[src/include/drs_pkg.sv]
package drs_pkg;

  // ---------------------------------------------------------------
  // Timing
  // ---------------------------------------------------------------
  localparam int unsigned CLK_HZ = 50_000_000;
  localparam int unsigned RELEASE_DELAY_MS = 16;
  localparam int unsigned RELEASE_DELAY_CYC =
    RELEASE_DELAY_MS * (CLK_HZ / 1000);
  localparam int unsigned GLITCH_MIN_US = 10;
  localparam int unsigned GLITCH_CYC = GLITCH_MIN_US * (CLK_HZ / 1_000_000);
  localparam int unsigned CORE_FAULT_CYCLES = 4;
  localparam int unsigned SYNC_STAGES = 2;

  // ---------------------------------------------------------------
  // Reset values
  // ---------------------------------------------------------------
  localparam logic RESET_OUT_VALUE = 1'b0;

  // ---------------------------------------------------------------
  // Carriers
  // ---------------------------------------------------------------
  typedef struct packed {
    logic core_good;
    logic peri_good;
    logic reserve_good;
    logic internal_good;
  } drs_supply_type;

  typedef struct packed {
    logic core_ov;
    logic peri_ov;
    logic core_uv;
    logic core_oc;
  } drs_fault_type;

  typedef enum logic [1:0] {
    DRS_HOLD,
    DRS_DELAY,
    DRS_RUN
  } drs_state_type;

endpackage

[src/design/drs_supervisor.sv]
`timescale 1ns/1ps
module drs_supervisor #(
  parameter int unsigned RELEASE_CYC = drs_pkg::RELEASE_DELAY_CYC
)
(
  input wire logic core_clk,
  input wire logic rst_n,
  input drs_pkg::drs_supply_type supply,
  input drs_pkg::drs_fault_type fault,
  input wire logic core_in_switch_on,
  input wire logic regulator_tick,
  input wire logic watchdog_ok,
  input wire logic watchdog_fail,
  output logic primary_reset_n,
  output logic supervised_reset_n,
  output logic core_shutdown_req
);
  logic [drs_pkg::SYNC_STAGES-1:0] rst_sync;
  logic srst_n;
  logic core_volt_bad;
  logic core_volt_fault;
  logic [9:0] glitch_count;
  logic reserve_ok;
  logic [23:0] delay_count;
  logic wd_seen;
  logic [2:0] chk_ticks;
  logic oc_latched;
  logic fault_now;
  logic supplies_good;
  drs_pkg::drs_state_type state;
  drs_pkg::drs_state_type next_state;

  // ---------------------------------------------------------------
  // Reset release
  // ---------------------------------------------------------------
  always_ff @(posedge core_clk or negedge rst_n)
  begin
    if (!rst_n)
      rst_sync <= '0;
    else
      rst_sync <= {rst_sync[0], 1'b1};
  end

  assign srst_n = rst_sync[1];

  // ---------------------------------------------------------------
  // Core supply persistence
  // ---------------------------------------------------------------
  assign core_volt_bad = fault.core_ov || fault.core_uv;

  drs_persist_filter #(
    .LIMIT(drs_pkg::CORE_FAULT_CYCLES),
    .CW(4)
  ) u_core_filter (
    .core_clk(core_clk),
    .rst_n(srst_n),
    .level_in(core_volt_bad),
    .tick(regulator_tick),
    .level_out(core_volt_fault)
  );

  // Independent tick count for the persistence check
  always_ff @(posedge core_clk or negedge srst_n)
  begin
    if (!srst_n)
      chk_ticks <= '0;
    else if (!core_volt_bad)
      chk_ticks <= '0;
    else if (regulator_tick && chk_ticks != 3'h7)
      chk_ticks <= chk_ticks + 1'b1;
  end

  // ---------------------------------------------------------------
  // Reserve supply deglitch
  // ---------------------------------------------------------------
  always_ff @(posedge core_clk or negedge srst_n)
  begin
    if (!srst_n)
    begin
      glitch_count <= '0;
      reserve_ok <= 1'b0;
    end
    else if (supply.reserve_good)
    begin
      glitch_count <= '0;
      reserve_ok <= 1'b1;
    end
    else if (glitch_count < 10'(drs_pkg::GLITCH_CYC))
      glitch_count <= glitch_count + 1'b1;
    else
      reserve_ok <= 1'b0;
  end

  // ---------------------------------------------------------------
  // Overcurrent during switch-on
  // ---------------------------------------------------------------
  always_ff @(posedge core_clk or negedge srst_n)
  begin
    if (!srst_n)
      oc_latched <= 1'b0;
    else
      oc_latched <= fault.core_oc && core_in_switch_on;
  end

  // ---------------------------------------------------------------
  // Fault combination
  // ---------------------------------------------------------------
  assign supplies_good = supply.core_good && supply.peri_good
    && reserve_ok;
  assign fault_now = fault.core_ov || fault.peri_ov
    || core_volt_fault
    || oc_latched
    || !supply.internal_good
    || !supplies_good;

  always_ff @(posedge core_clk or negedge srst_n)
  begin
    if (!srst_n)
      core_shutdown_req <= 1'b0;
    else
      core_shutdown_req <= fault.core_ov;
  end

  // ---------------------------------------------------------------
  // Release sequence
  // ---------------------------------------------------------------
  always_comb
  begin
    next_state = state;
    unique case (state)
      drs_pkg::DRS_HOLD:
        if (!fault_now)
          next_state = drs_pkg::DRS_DELAY;
      drs_pkg::DRS_DELAY:
        if (fault_now)
          next_state = drs_pkg::DRS_HOLD;
        else if (delay_count >= 24'(RELEASE_CYC - 1))
          next_state = drs_pkg::DRS_RUN;
      drs_pkg::DRS_RUN:
        if (fault_now || watchdog_fail)
          next_state = drs_pkg::DRS_HOLD;
      default:
        next_state = drs_pkg::DRS_HOLD;
    endcase
  end

  always_ff @(posedge core_clk or negedge srst_n)
  begin
    if (!srst_n)
      state <= drs_pkg::DRS_HOLD;
    else
      state <= next_state;
  end

  always_ff @(posedge core_clk or negedge srst_n)
  begin
    if (!srst_n)
      delay_count <= '0;
    else if (state != drs_pkg::DRS_DELAY || fault_now)
      delay_count <= '0;
    else
      delay_count <= delay_count + 1'b1;
  end

  always_ff @(posedge core_clk or negedge srst_n)
  begin
    if (!srst_n)
      wd_seen <= 1'b0;
    else if (next_state != drs_pkg::DRS_RUN)
      wd_seen <= 1'b0;
    else if (watchdog_ok && !watchdog_fail)
      wd_seen <= 1'b1;
  end

  // ---------------------------------------------------------------
  // Outputs
  // ---------------------------------------------------------------
  always_ff @(posedge core_clk or negedge srst_n)
  begin
    if (!srst_n)
    begin
      primary_reset_n <= drs_pkg::RESET_OUT_VALUE;
      supervised_reset_n <= drs_pkg::RESET_OUT_VALUE;
    end
    else
    begin
      primary_reset_n <= (next_state == drs_pkg::DRS_RUN);
      supervised_reset_n <= (next_state == drs_pkg::DRS_RUN)
        && watchdog_ok && !watchdog_fail;
    end
  end

  // ---------------------------------------------------------------
  // Checks
  // ---------------------------------------------------------------
  chk_ov_forces_low: assert property (@(posedge core_clk)
    disable iff (!srst_n)
    (fault.core_ov || fault.peri_ov) |=> !primary_reset_n
      && !supervised_reset_n)
    else $error("overvoltage did not force resets low");

  chk_secondary_and: assert property (@(posedge core_clk)
    disable iff (!srst_n)
    supervised_reset_n |-> primary_reset_n)
    else $error("secondary high while primary low");

  chk_wd_fail_low: assert property (@(posedge core_clk)
    disable iff (!srst_n)
    watchdog_fail |=> !primary_reset_n && !supervised_reset_n)
    else $error("bad trigger did not drop resets");

  chk_internal_low: assert property (@(posedge core_clk)
    disable iff (!srst_n)
    !supply.internal_good |=> !primary_reset_n)
    else $error("internal supply loss did not drop reset");

  chk_release_delay: assert property (@(posedge core_clk)
    disable iff (!srst_n)
    $rose(primary_reset_n) |-> $past(state) == drs_pkg::DRS_DELAY
      && $past(delay_count) == 24'(RELEASE_CYC - 1))
    else $error("primary released without delay");

  chk_shutdown_req: assert property (@(posedge core_clk)
    disable iff (!srst_n)
    fault.core_ov |=> core_shutdown_req)
    else $error("core overvoltage gave no shutdown request");

  chk_oc_low: assert property (@(posedge core_clk)
    disable iff (!srst_n)
    fault.core_oc && core_in_switch_on |=> ##1 !primary_reset_n)
    else $error("overcurrent did not drop reset");

  chk_core_persist: assert property (@(posedge core_clk)
    disable iff (!srst_n)
    core_volt_fault == (core_volt_bad
      && chk_ticks > 3'(drs_pkg::CORE_FAULT_CYCLES)))
    else $error("core fault does not match persistence count");

  chk_first_trigger: assert property (@(posedge core_clk)
    disable iff (!srst_n)
    supervised_reset_n |-> wd_seen)
    else $error("secondary high without a valid trigger");

  chk_wd_ok_high: assert property (@(posedge core_clk)
    disable iff (!srst_n)
    primary_reset_n && !fault_now && watchdog_ok && !watchdog_fail
      |=> supervised_reset_n)
    else $error("good trigger did not raise secondary");

  cov_release: cover property (@(posedge core_clk) $rose(primary_reset_n));
  cov_secondary: cover property (@(posedge core_clk)
    $rose(supervised_reset_n));
  cov_wd_drop: cover property (@(posedge core_clk)
    primary_reset_n ##1 watchdog_fail);

endmodule

[src/design/drs_persist_filter.sv]
`timescale 1ns/1ps
module drs_persist_filter #(
  parameter int unsigned LIMIT = 4,
  parameter int unsigned CW = 16
)
(
  input wire logic core_clk,
  input wire logic rst_n,
  input wire logic level_in,
  input wire logic tick,
  output logic level_out
);
  logic [CW-1:0] count;

  // ---------------------------------------------------------------
  // Count ticks while input asserted
  // ---------------------------------------------------------------
  always_ff @(posedge core_clk or negedge rst_n)
  begin
    if (!rst_n)
      count <= '0;
    else if (!level_in)
      count <= '0;
    else if (tick && count <= CW'(LIMIT))
      count <= count + 1'b1;
  end

  assign level_out = level_in && (count > CW'(LIMIT));

endmodule

[config.mk]
export PLATFORM = sky130hd
export DESIGN_NAME = drs_supervisor
export DESIGN_NICKNAME = d
export VERILOG_FILES = /design/src/include/drs_pkg.sv /design/src/design/drs_supervisor.sv /design/src/design/drs_persist_filter.sv
export SDC_FILE = /design/constraint.sdc
export NUM_CORES = 1
export LEC_CHECK = 0
export CAP_MARGIN = 20
export CORE_AREA = 2 2 65 67
export DETAILED_ROUTE_END_ITERATION = 10
export DIE_AREA = 0 0 67 69
export DONT_BUFFER_PORTS = 1
export PLACE_DENSITY_LB_ADDON = 0.08
export SLEW_MARGIN = 20
export SYNTH_ARGS = -nofsm -noshare
export SYNTH_HDL_FRONTEND = slang
export SYNTH_SLANG_ARGS = --single-unit
[constraint.sdc]
create_clock -name core_clk -period 4.2 [get_ports core_clk]
set_input_delay 0.42 -clock core_clk [delete_from_list [all_inputs] [get_ports core_clk]]
set_output_delay 0.42 -clock core_clk [all_outputs]
set_load 0.02 [all_outputs]
==> results of run 1 <==
==> layer usage <==
metal  track usage  routed length, microns  up-vias
met1        0.2153                    1572      739
met5             0                       0        -
met4       0.07483                      32        0
met3       0.05873                     122        2
met2        0.3256                    1899       18
li1              -                       -      766
==> synth_stat cells (3+ instances only) <==
cell type,n
inv_1,10
nand4_1,4
and3_1,4
xor2_1,17
ha_1,4
or3_1,5
dfrtp_1,47
nand3_1,13
o21ai_0,3
xnor2_1,10
nor2_1,40
a21oi_1,10
nor3_1,6
nand2_1,16
==> per-stage QoR <==
stage	power (mW)	area, sq um	worst slack (ns)	utilization	instances
global route	0.8797	2419	1.849	0.6180	280
global placement	0.5526	2313	2.195	0.5911	271
CTS	0.8433	2419	2.064	0.6180	280
finish	0.8275	2419	2.096	0.6180	280
floorplan	0.5443	2291	2.471	-	225
detailed placement	0.5600	2313	2.083	0.5911	271
==> repair_timing <==
| action | in CTS | in global routing |
|---|---|---|
| resized for setup | 0 | 0 |
| hold buffers | 1 | 0 |
| endpoints found under the setup margin | 0 | 0 |
| buffers inserted | 0 | 0 |
| hold endpoints to repair | 2 | 0 |
==> kinds of logic (layout without fill, tap and decap cells) <==
logic type	after synthesis	in the layout
AOI/OAI and AO/OA	22	22
other	1	1
buffers and inverters	14	19
xor gates and xnor gates	27	27
DFF	47	47
adders and majority gates	4	4
and+or+nand+nor	108	108
muxes	2	2
==> layout by cell type, fill, tap and decap left out, types with 2 or more instances in the layout <==
master / Yosys / final
nand3_1: 13 / 13
nand2b_1: 2 / 2
o21ai_0: 3 / 3
nand4_1: 4 / 4
o211ai_1: 2 / 2
xor2_1: 17 / 17
and3_1: 4 / 4
nand2_1: 16 / 16
mux2i_1: 2 / 2
clkbuf_8: 0 / 6
ha_1: 4 / 4
dfrtp_1: 47 / 46
a31oi_1: 2 / 2
nor3_1: 6 / 6
inv_1: 10 / 10
xnor2_1: 10 / 10
nor4_4: 2 / 2
nor2_2: 2 / 2
a21oi_1: 10 / 10
or3_1: 5 / 5
nor2_1: 40 / 40
==> layout make-up <==
type	count	area, sq um	area share
clock buffers	7	86.33	0.03570
clock inverters	1	8.758	0.003621
inverters	10	37.54	0.01552
multi-input cells	164	1036	0.4283
flip-flops and latches	47	1177	0.4868
well taps	50	62.56	0.02587
repair buffers	1	10.01	0.004139
==> critical path: stages, from the launching register on <==
cell and delay (ns):
dfrtp_1 0.40, inv_1 0.10, ha_1 0.15, inv_1 0.04
a21oi_1 0.31, o21ai_1 0.14, or3_1 0.68, nor2_1 0.22
==> flip-flops by register name, indices dropped and copies added (netlist names) <==
name / cells
state: 2
rst_sync: 2
supervised_reset_n: 1
u_core_filter.count: 4
oc_latched: 1
delay_count: 24
primary_reset_n: 1
glitch_count: 10
core_shutdown_req: 1
reserve_ok: 1
==> report_power, final <==
part | internal (mW) | total, mW | leakage (nW) | switching (mW)
registers | 0.470 | 0.492 | 0.637 | 0.0226
logic | 0.0266 | 0.0603 | 0.373 | 0.0337
clock network | 0.135 | 0.275 | 0.0484 | 0.140
total | 0.631 | 0.827 | 1.06 | 0.196
==> path summary, 6_finish.rpt <==
check | startpoint | end | slack [ns] | cells past startpoint
max | u_core_filter.count[0] | delay_count[20] | 2.10 | 7
min | fault[3] | core_shutdown_req | 0.15 | 0
max reg2reg | u_core_filter.count[0] | delay_count[20] | 2.10 | 7
min reg2reg | rst_sync[0] | rst_sync[1] | 0.35 | 0
max in group asynchronous | rst_sync[1] | delay_count[15] | 3.19 | 0
min in group asynchronous | rst_n | rst_sync[0] | 0.35 | 1
==> results.md, run 1 <==
- Pwr/cell area: 342.1 nW/um^2
- Mapped Nets: 243
- Number of flops mapped to enable cells by yosys: 0
- Hold crit path type: primary input to register
- Slew @ Worst Pin: 0.9543 ns
- Simple-gate share of the synthesized area: 0.2572
- CP Data Arrival Time: 2.32 ns
- Main combinational cell family by area after synthesis: simple AND/OR/NAND/NOR gates
- Max-slew violations: 0
- Post-DR vias/cell: 5.446
- Seq/Total Area, Yosys: 0.5134
- Worst Path Required: 4.42 ns
- Clock Sinks: 47
- RSZ-0062 raised after global routing: false
- Die footprint: 4623 sq um
- Synth area leaders: dfrtp_1, nor2_1, xor2_1, xnor2_1, nand3_1
- Clock latency on the worst-skew pair: 0.29 ns
- Post-route minimum period: 2.104 ns
- All-layer global routing usage: 0.1900
- Antenna cells: 0
- CTS buffer count: 5
- Gate count after technology mapping: 225
- Share of layout cells above drive strength 1: 0.09130
- Synth Area in XOR/XNOR: 0.1032
- Seq cells post-synth: 47
- Count of final hold-check violations: 0
- Final #Nets: 247
- Die Wd: 67 microns
- Ys flop type: dfrtp_1
- Final global-route overflow total: 0
- Via count: 1525
- Period Utilization, post-route: 0.5010
- Setup crit end kind: register
- Setup CP Type: register to register
- Number of global-route vias before repair: 1594
- Async SR Flop Fraction: 1.000
- Synthesized area per cell: 10.18 sq um
- Final setup violation count: 0
- Total of max-cap violations: 0
- Largest fanout on the critical path: 24
- HPWL after DPL: 2584 microns
- Area growth from synthesis to layout: 5.571%
- Core Area: 3914 sq um
- Yosys warns: 0
- Setup TNS: 0 ns
- Ports: 17
- Port bufs: 0
- First-pass GRT wire length: 6748 microns
- Rows: 23
- TritonCTS clock tree: yes
- H-Tree Depth: 2
- RePlAce Congestion: 0.7873
- Initial core utilization: 0.5854
- DRT Pass-1 Iters: 4
- DRT Wirelength: 3626 microns
- # fillers: 346
- Mapped Area: 2291 sq um
- Leak pwr: 1.059 nW
- Maximum vdd drop: 0.2318 mV
- CTS root buffer: clkbuf_8
- Adder-cell share of the synthesized area: 0.02185
- Chip height: 69 microns
- Post-synthesis mux area share: 0.008738
- Top cell type by total area after synthesis: dfrtp_1
- Synth Area in Compound Gates: 0.05953
- Max-slew headroom: 0.3638
- Initial drt markers: 72
- CP Launch Type: register
- Wire per inst: 12.95 microns
- Drc violations: 0
- Largest net degree at the start of global routing: 46
- CTS max path bufs: 2
- Clock-pin slew on the worst setup and hold paths: 0.08 ns
- Layout Skew: 0.008204 ns
- Final ANT Viol Nets: 0
- Initial antenna violation count: 0
- Top-area cell type share of the netlist area: 0.5134
- Max Fclk: 475.3 MHz
- Cell variety after synth: 43
- Status: completed
- Fin Hold WS: 0.1522 ns
(Power assumes the default switching activity.)
==> run 2, diff against run 1 <==
clock period = 2.13 ns   (was 4.2 ns; I/O delays follow)
==> run 2 against run 1 <==
- fmax up 11%
- sequential share of layout area decreased by 0.99 points
- largest cell class unchanged
- flip-flop and latch count stayed put
- count of clock-buffer cells in the layout is 1 higher
- largest power group unchanged
- critical path depth up 1
==> results.md, run 2 (synthesis results as in run 1) <==
- Status: completed
- Clock Sinks: 47 (unchanged)
- Chip height: 69 microns (unchanged)
- TritonCTS clock tree: yes
- Regs by FF count: delay_count x24, glitch_count x10, u_core_filter.count x4
- Total of max-cap violations: 0 (unchanged)
- Biggest register: delay_count
- DRT Pass-1 Iters: 4 (unchanged)
- Maximum vdd drop: 0.4301 mV (+86%)
- DRT Wirelength: 3921 microns (+8.1%)
- Die Wd: 67 microns (unchanged)
- Port bufs: 0 (unchanged)
- CP Data Arrival Time: 2.12 ns (-0.20 ns)
- Setup CP Type: register to register
- # fillers: 334 (-3.5%)
- Area growth from synthesis to layout: 7.755%
- Routing usage on met2: 0.3201 (-0.005501)
- Hold Path Cell Cnt: 1 (+1)
- Clock-pin slew on the worst setup and hold paths: 0.08 ns (about the same)
- Ports: 17 (unchanged)
- Worst Path Required: 2.36 ns (-2.06 ns)
- Worst R2R Setup Slack: 0.24 ns (-1.86 ns)
- HPWL after DPL: 2822 microns (+9.2%)
- Period Utilization, post-route: 0.8879 (+0.3869)
- Met1 Use GR: 0.2366 (+0.02134)
- CP max stage delay: 0.40 ns (-0.28 ns)
- CTS buffer count: 5 (unchanged)
- Sw Pwr: 0.3901 mW (+99%)
- Number of global-route vias before repair: 1627 (+2.1%)
- RSZ-0062 raised after global routing: false
- Initial drt markers: 88 (+22%)
- Count of final hold-check violations: 0 (unchanged)
- Largest net degree at the start of global routing: 32 (-30%)
- Reg-to-Reg Start: u_core_filter.count[0]
- Sw Share: 0.2336 (-0.003543)
- Drc violations: 0 (unchanged)
- Die footprint: 4623 sq um (unchanged)
- Fin util: 0.6308 (+0.01279)
- Final global-route overflow total: 0 (unchanged)
- Commonest non-fill, non-tap cell in the layout: dfrtp_1
- Gr busiest metal: met2
- Hold crit path type: primary input to register
- RePlAce Congestion: 0.7364 (-6.5%)
- Buf+Inv Stages, Crit Path: 3 (+1)
- Largest fanout on the critical path: 24 (unchanged)
- Setup bufs post-CTS: 0 (unchanged)
- R2r endpoint: delay_count[12]
- Core Area: 3914 sq um (unchanged)
- Grt met3 use: 0.04894 (-0.009788)
- Comb pwr share: 0.084 (+0.011)
- Critical path's most frequent cell: inv_1
- All-layer global routing usage: 0.1922 (+0.002236)
- Rows: 23 (unchanged)
- Pwr/cell area: 676.5 nW/um^2 (+98%)
- CP top delay family: simple AND/OR/NAND/NOR gates
- Hold Startpoint: supply[1]
- Antenna cells: 0 (unchanged)
- Wire per inst: 13.76 microns (+6.2%)
- Hold EP: reserve_ok
- Layout Skew: 0.008594 ns (+0.0003895 ns)
- H-Tree Depth: 2 (unchanged)
- Leak pwr: 1.083 nW (+2.3%)
- Setup TNS: 0 ns (unchanged)
- Most frequent cells in the layout: dfrtp_1, nor2_1, xor2_1, nand2_1, nand3_1
- Setup crit end kind: register
- Slowest library cell on the worst path: dfrtp_1
- Reg2reg path depth: 8 (+1)
- Reg power frac: 0.577 (-0.018)
- Post-DR vias/cell: 5.477 (+0.56%)
- Initial core utilization: 0.5854 (unchanged)
- Share of layout cells above drive strength 1: 0.09787 (+0.006568)
- Final ANT Viol Nets: 0 (unchanged)
- Initial antenna violation count: 0 (unchanged)
- Total power: 1.670 mW (+100%)
- Clock latency on the worst-skew pair: 0.29 ns (about the same)
- Critical path cell sequence: inv_1, ha_1, inv_1, a21oi_1, o21ai_1, or3_1, buf_4, nor2_1
- CP Launch Type: register
- Max-slew violations: 0 (unchanged)
- Clock power frac: 0.339 (+0.007)
- CTS root buffer: clkbuf_8
- Max Fclk: 528.8 MHz (+11%)
- CTS max path bufs: 2 (unchanged)
- First-pass GRT wire length: 6934 microns (+2.8%)
- Via count: 1561 (+2.4%)
- Final #Nets: 252 (+2.0%)
- Pint: 1.280 mW (+100%)
- Critical path depth in cells: 8 (+1)
- Post-route minimum period: 1.891 ns (-0.2130 ns)
- Final setup violation count: 0 (unchanged)
- Max reg flops: 24 (unchanged)
[run 2: layout make-up]
class                      count  area [sq um]  share of cell area
inverter                      10         37.54             0.01521
timing repair buffer           6         55.05             0.02230
multi-input combinational    164          1036              0.4197
tap                           50         62.56             0.02534
sequential                    47          1177              0.4769
clock buffer                   8         100.1             0.04055
[run 2: worst max-delay path by stage]
stage / startpoint / endpoint / slack (ns)
global route: u_core_filter.count[0] / delay_count[12] / 0.08
finish: u_core_filter.count[0] / delay_count[12] / 0.24
detailed placement: u_core_filter.count[0] / delay_count[12] / 0.24
global placement: u_core_filter.count[0] / delay_count[23] / 0.37
CTS: u_core_filter.count[0] / delay_count[12] / 0.21
floorplan: u_core_filter.count[0] / delay_count[12] / 0.40
[run 2: per-stage QoR]
step | worst slack (ns) | instances | instance area, sq um | hold slack, ns
after CTS | 0.2143 | 285 | 2469 | 0.008131
after detailed placement | 0.2398 | 273 | 2328 | -0.08252
after global placement | 0.3660 | 273 | 2328 | -0.08252
after floorplan | 0.4012 | 225 | 2291 | -0.08259
final | 0.2388 | 285 | 2469 | 0.01444
after global routing | 0.08127 | 285 | 2469 | 0.01120
[run 2: timing repair]
action	4_1_cts	5_1_grt
hold buffers	4	0
hold endpoints to repair	14	0
resized for setup	0	0
[run 2: worst register-to-register path: stages (launching register included)]
cell and delay (ns):
dfrtp_1 0.40, inv_1 0.10, ha_1 0.15, inv_1 0.04, a21oi_1 0.31, o21ai_1 0.14, or3_1 0.32, buf_4 0.22
nor2_1 0.15
[run 2: power groups by stage]
stage | clock network (mW) | logic [mW] | registers (mW)
6_report | 0.566 | 0.141 | 0.963
5_1_grt | 0.616 | 0.171 | 0.966
4_1_cts | 0.586 | 0.141 | 0.962
3_5_place_dp | 0 | 0.131 | 0.980
3_3_place_gp | 0 | 0.116 | 0.974
2_1_floorplan | 0 | 0.0950 | 0.978
[run 2: metal layers]
layer	part of all wire	vias to the layer above	wire (microns)
met2	0.50	30	1964
met1	0.45	751	1753
met3	0.038	6	148
li1	-	774	-
met5	0	-	0
met4	0.014	0	55
==> run 3, diff against run 2 <==
==> constraint.sdc (replaced) <==
create_clock -name core_clk -period 2.13 [get_ports core_clk]
set_input_delay 0.3195 -clock core_clk [delete_from_list [all_inputs] [get_ports core_clk]]
set_output_delay 0.3195 -clock core_clk [all_outputs]
set_load 0.02 [all_outputs]
==> run 3 against run 2 <==
- clock skew is essentially flat
- routed wire length shrank 0.77%
- sequential power is essentially flat
- fmax shrank 0.83%
- flip-flop and latch count is the same
- critical path type unchanged
- largest power group unchanged
==> results.md, run 3 (synthesis results as in run 1) <==
- Status: completed
- Pwr/cell area: 682.5 nW/um^2 (+0.89%)
- Total of max-cap violations: 0 (unchanged)
- Number of global-route vias before repair: 1626 (-0.061%)
- Period Utilization, post-route: 0.8953 (+0.007436)
- First-pass GRT wire length: 6851 microns (-1.2%)
- Rows: 23 (unchanged)
- Largest net degree at the start of global routing: 32 (unchanged)
- TritonCTS clock tree: yes
- Final #Nets: 249 (-1.2%)
- Commonest non-fill, non-tap cell in the layout: dfrtp_1
- H-Tree Depth: 2 (unchanged)
- Final ANT Viol Nets: 0 (unchanged)
- Clock-pin slew on the worst setup and hold paths: 0.08 ns (about the same)
- Initial drt markers: 92 (+4.5%)
- Max Fclk: 524.4 MHz (-0.83%)
- Drc violations: 0 (unchanged)
- Regs by FF count: delay_count x24, glitch_count x10, u_core_filter.count x4
- Initial core utilization: 0.5854 (unchanged)
- HPWL after DPL: 2822 microns (unchanged)
- Metal3 WL: 162 microns (+9.5%)
- CTS max path bufs: 2 (unchanged)
- Antenna cells: 0 (unchanged)
- Initial antenna violation count: 0 (unchanged)
- Final setup violation count: 0 (unchanged)
- Hold crit path type: primary input to register
- Chip height: 69 microns (unchanged)
- Post-route minimum period: 1.907 ns (+0.01584 ns)
- Final global-route overflow total: 0 (unchanged)
- DRT Wirelength: 3891 microns (-0.77%)
- Wire per inst: 13.80 microns (+0.29%)
- Setup bufs post-CTS: 0 (unchanged)
- Layout Skew: 0.008749 ns (+0.0001545 ns)
- All-layer global routing usage: 0.1899 (-0.002365)
- Core Area: 3914 sq um (unchanged)
- Port bufs: 0 (unchanged)
- Largest fanout on the critical path: 24 (unchanged)
- # fillers: 338 (+1.2%)
- Setup crit end kind: register
- CP Launch Type: register
- CTS buffer count: 5 (unchanged)
- Post-CTS Resized: 0 (unchanged)
- Clock latency on the worst-skew pair: 0.29 ns (about the same)
- RePlAce Congestion: 0.7364 (unchanged)
- Count of final hold-check violations: 0 (unchanged)
- Max reg flops: 24 (unchanged)
- Highest Signal Layer: met4
- Met1 Routed Length: 1712 microns (-2.3%)
- Post-route cell area: 2439 sq um (-1.2%)
- Area growth from synthesis to layout: 6.445%
- Die Wd: 67 microns (unchanged)
- Post-DR vias/cell: 5.564 (+1.6%)
- Setup TNS: 0 ns (unchanged)
- Clock Sinks: 47 (unchanged)
- DRT Pass-1 Iters: 4 (unchanged)
- Die footprint: 4623 sq um (unchanged)
- Maximum vdd drop: 0.4303 mV (about the same)
- Ports: 17 (unchanged)
- Met2 WL: 1961 microns (-0.15%)
- Seq. cell area: 1177 sq um (unchanged)
- Biggest register: delay_count
- Cell Area, Placed: 2328 sq um (unchanged)
- CP Data Arrival Time: 2.13 ns (about the same)
- Setup CP Type: register to register
- Multi-input gate area: 1036 sq um (unchanged)
- CTS root buffer: clkbuf_8
- Worst Path Required: 2.35 ns (about the same)
- Hold Buf Count CTS: 1 (-3)
- Share of layout cells above drive strength 1: 0.09914 (+0.001266)
- Max-slew violations: 0 (unchanged)
- Most frequent cells in the layout: dfrtp_1, nor2_1, xor2_1, nand2_1, nand3_1
- RSZ-0062 raised after global routing: false
- Leak pwr: 1.071 nW (-1.2%)
- Via count: 1569 (+0.51%)
-- run 3: changes by cell type in the layout (fill, tap and decap cells not counted), sizes merged --
cell and delta:
dlygate4sd3 -3
-- run 3: path summary, 6_finish.rpt --
path                                        start           endpoint  slack (ns)  depth (start not counted)
min in group asynchronous             rst_sync[1]    glitch_count[0]        0.15                          0
max                        u_core_filter.count[0]    delay_count[12]        0.22                          8
min                                      fault[3]  core_shutdown_req        0.05                          0
max in group asynchronous             rst_sync[1]    glitch_count[7]        1.30                          1
min reg2reg                           rst_sync[1]    glitch_count[0]        0.15                          0
max reg2reg                u_core_filter.count[0]    delay_count[12]        0.22                          8
-- run 3: per-stage QoR --
step	utilization	power [mW]	hold WS [ns]	cells	worst slack [ns]
global route	0.6231	1.744	0.03583	282	0.08127
CTS	0.6231	1.681	0.04392	282	0.2143
detailed placement	0.5949	1.112	0.02398	273	0.2398
global placement	0.5949	1.091	0.02398	273	0.3660
floorplan	-	1.073	0.02391	225	0.4012
finish	0.6231	1.664	0.05229	282	0.2230
-- run 3: final cells by class --
| class | instances | share of cell area |
|---|---|---|
| tap | 50 | 0.02565 |
| inverter | 10 | 0.01539 |
| sequential | 47 | 0.4828 |
| multi-input combinational | 164 | 0.4248 |
| clock buffer | 8 | 0.04105 |
| timing repair buffer | 3 | 0.01026 |
-- run 3: routing by layer --
| layer | track usage | vias to the layer above |
|---|---|---|
| met2 | 0.3234 | 38 |
| met4 | 0.06576 | 0 |
| met5 | 0 | - |
| li1 | - | 766 |
| met3 | 0.04731 | 6 |
| met1 | 0.2290 | 759 |
-- run 3: power by group --
part           switching, mW  internal [mW]  leakage [nW]
registers             0.0361          0.927         0.637
clock network          0.271          0.296        0.0515
logic                 0.0812         0.0535         0.382
total                  0.388           1.28          1.07
-- run 3: critical path, stage by stage, from the launching register on --
cell and delay [ns]:
dfrtp_1 0.40, inv_1 0.10, ha_1 0.15, inv_1 0.04, a21oi_1 0.32, o21ai_1 0.14, or3_1 0.32, buf_4 0.22
nor2_1 0.15
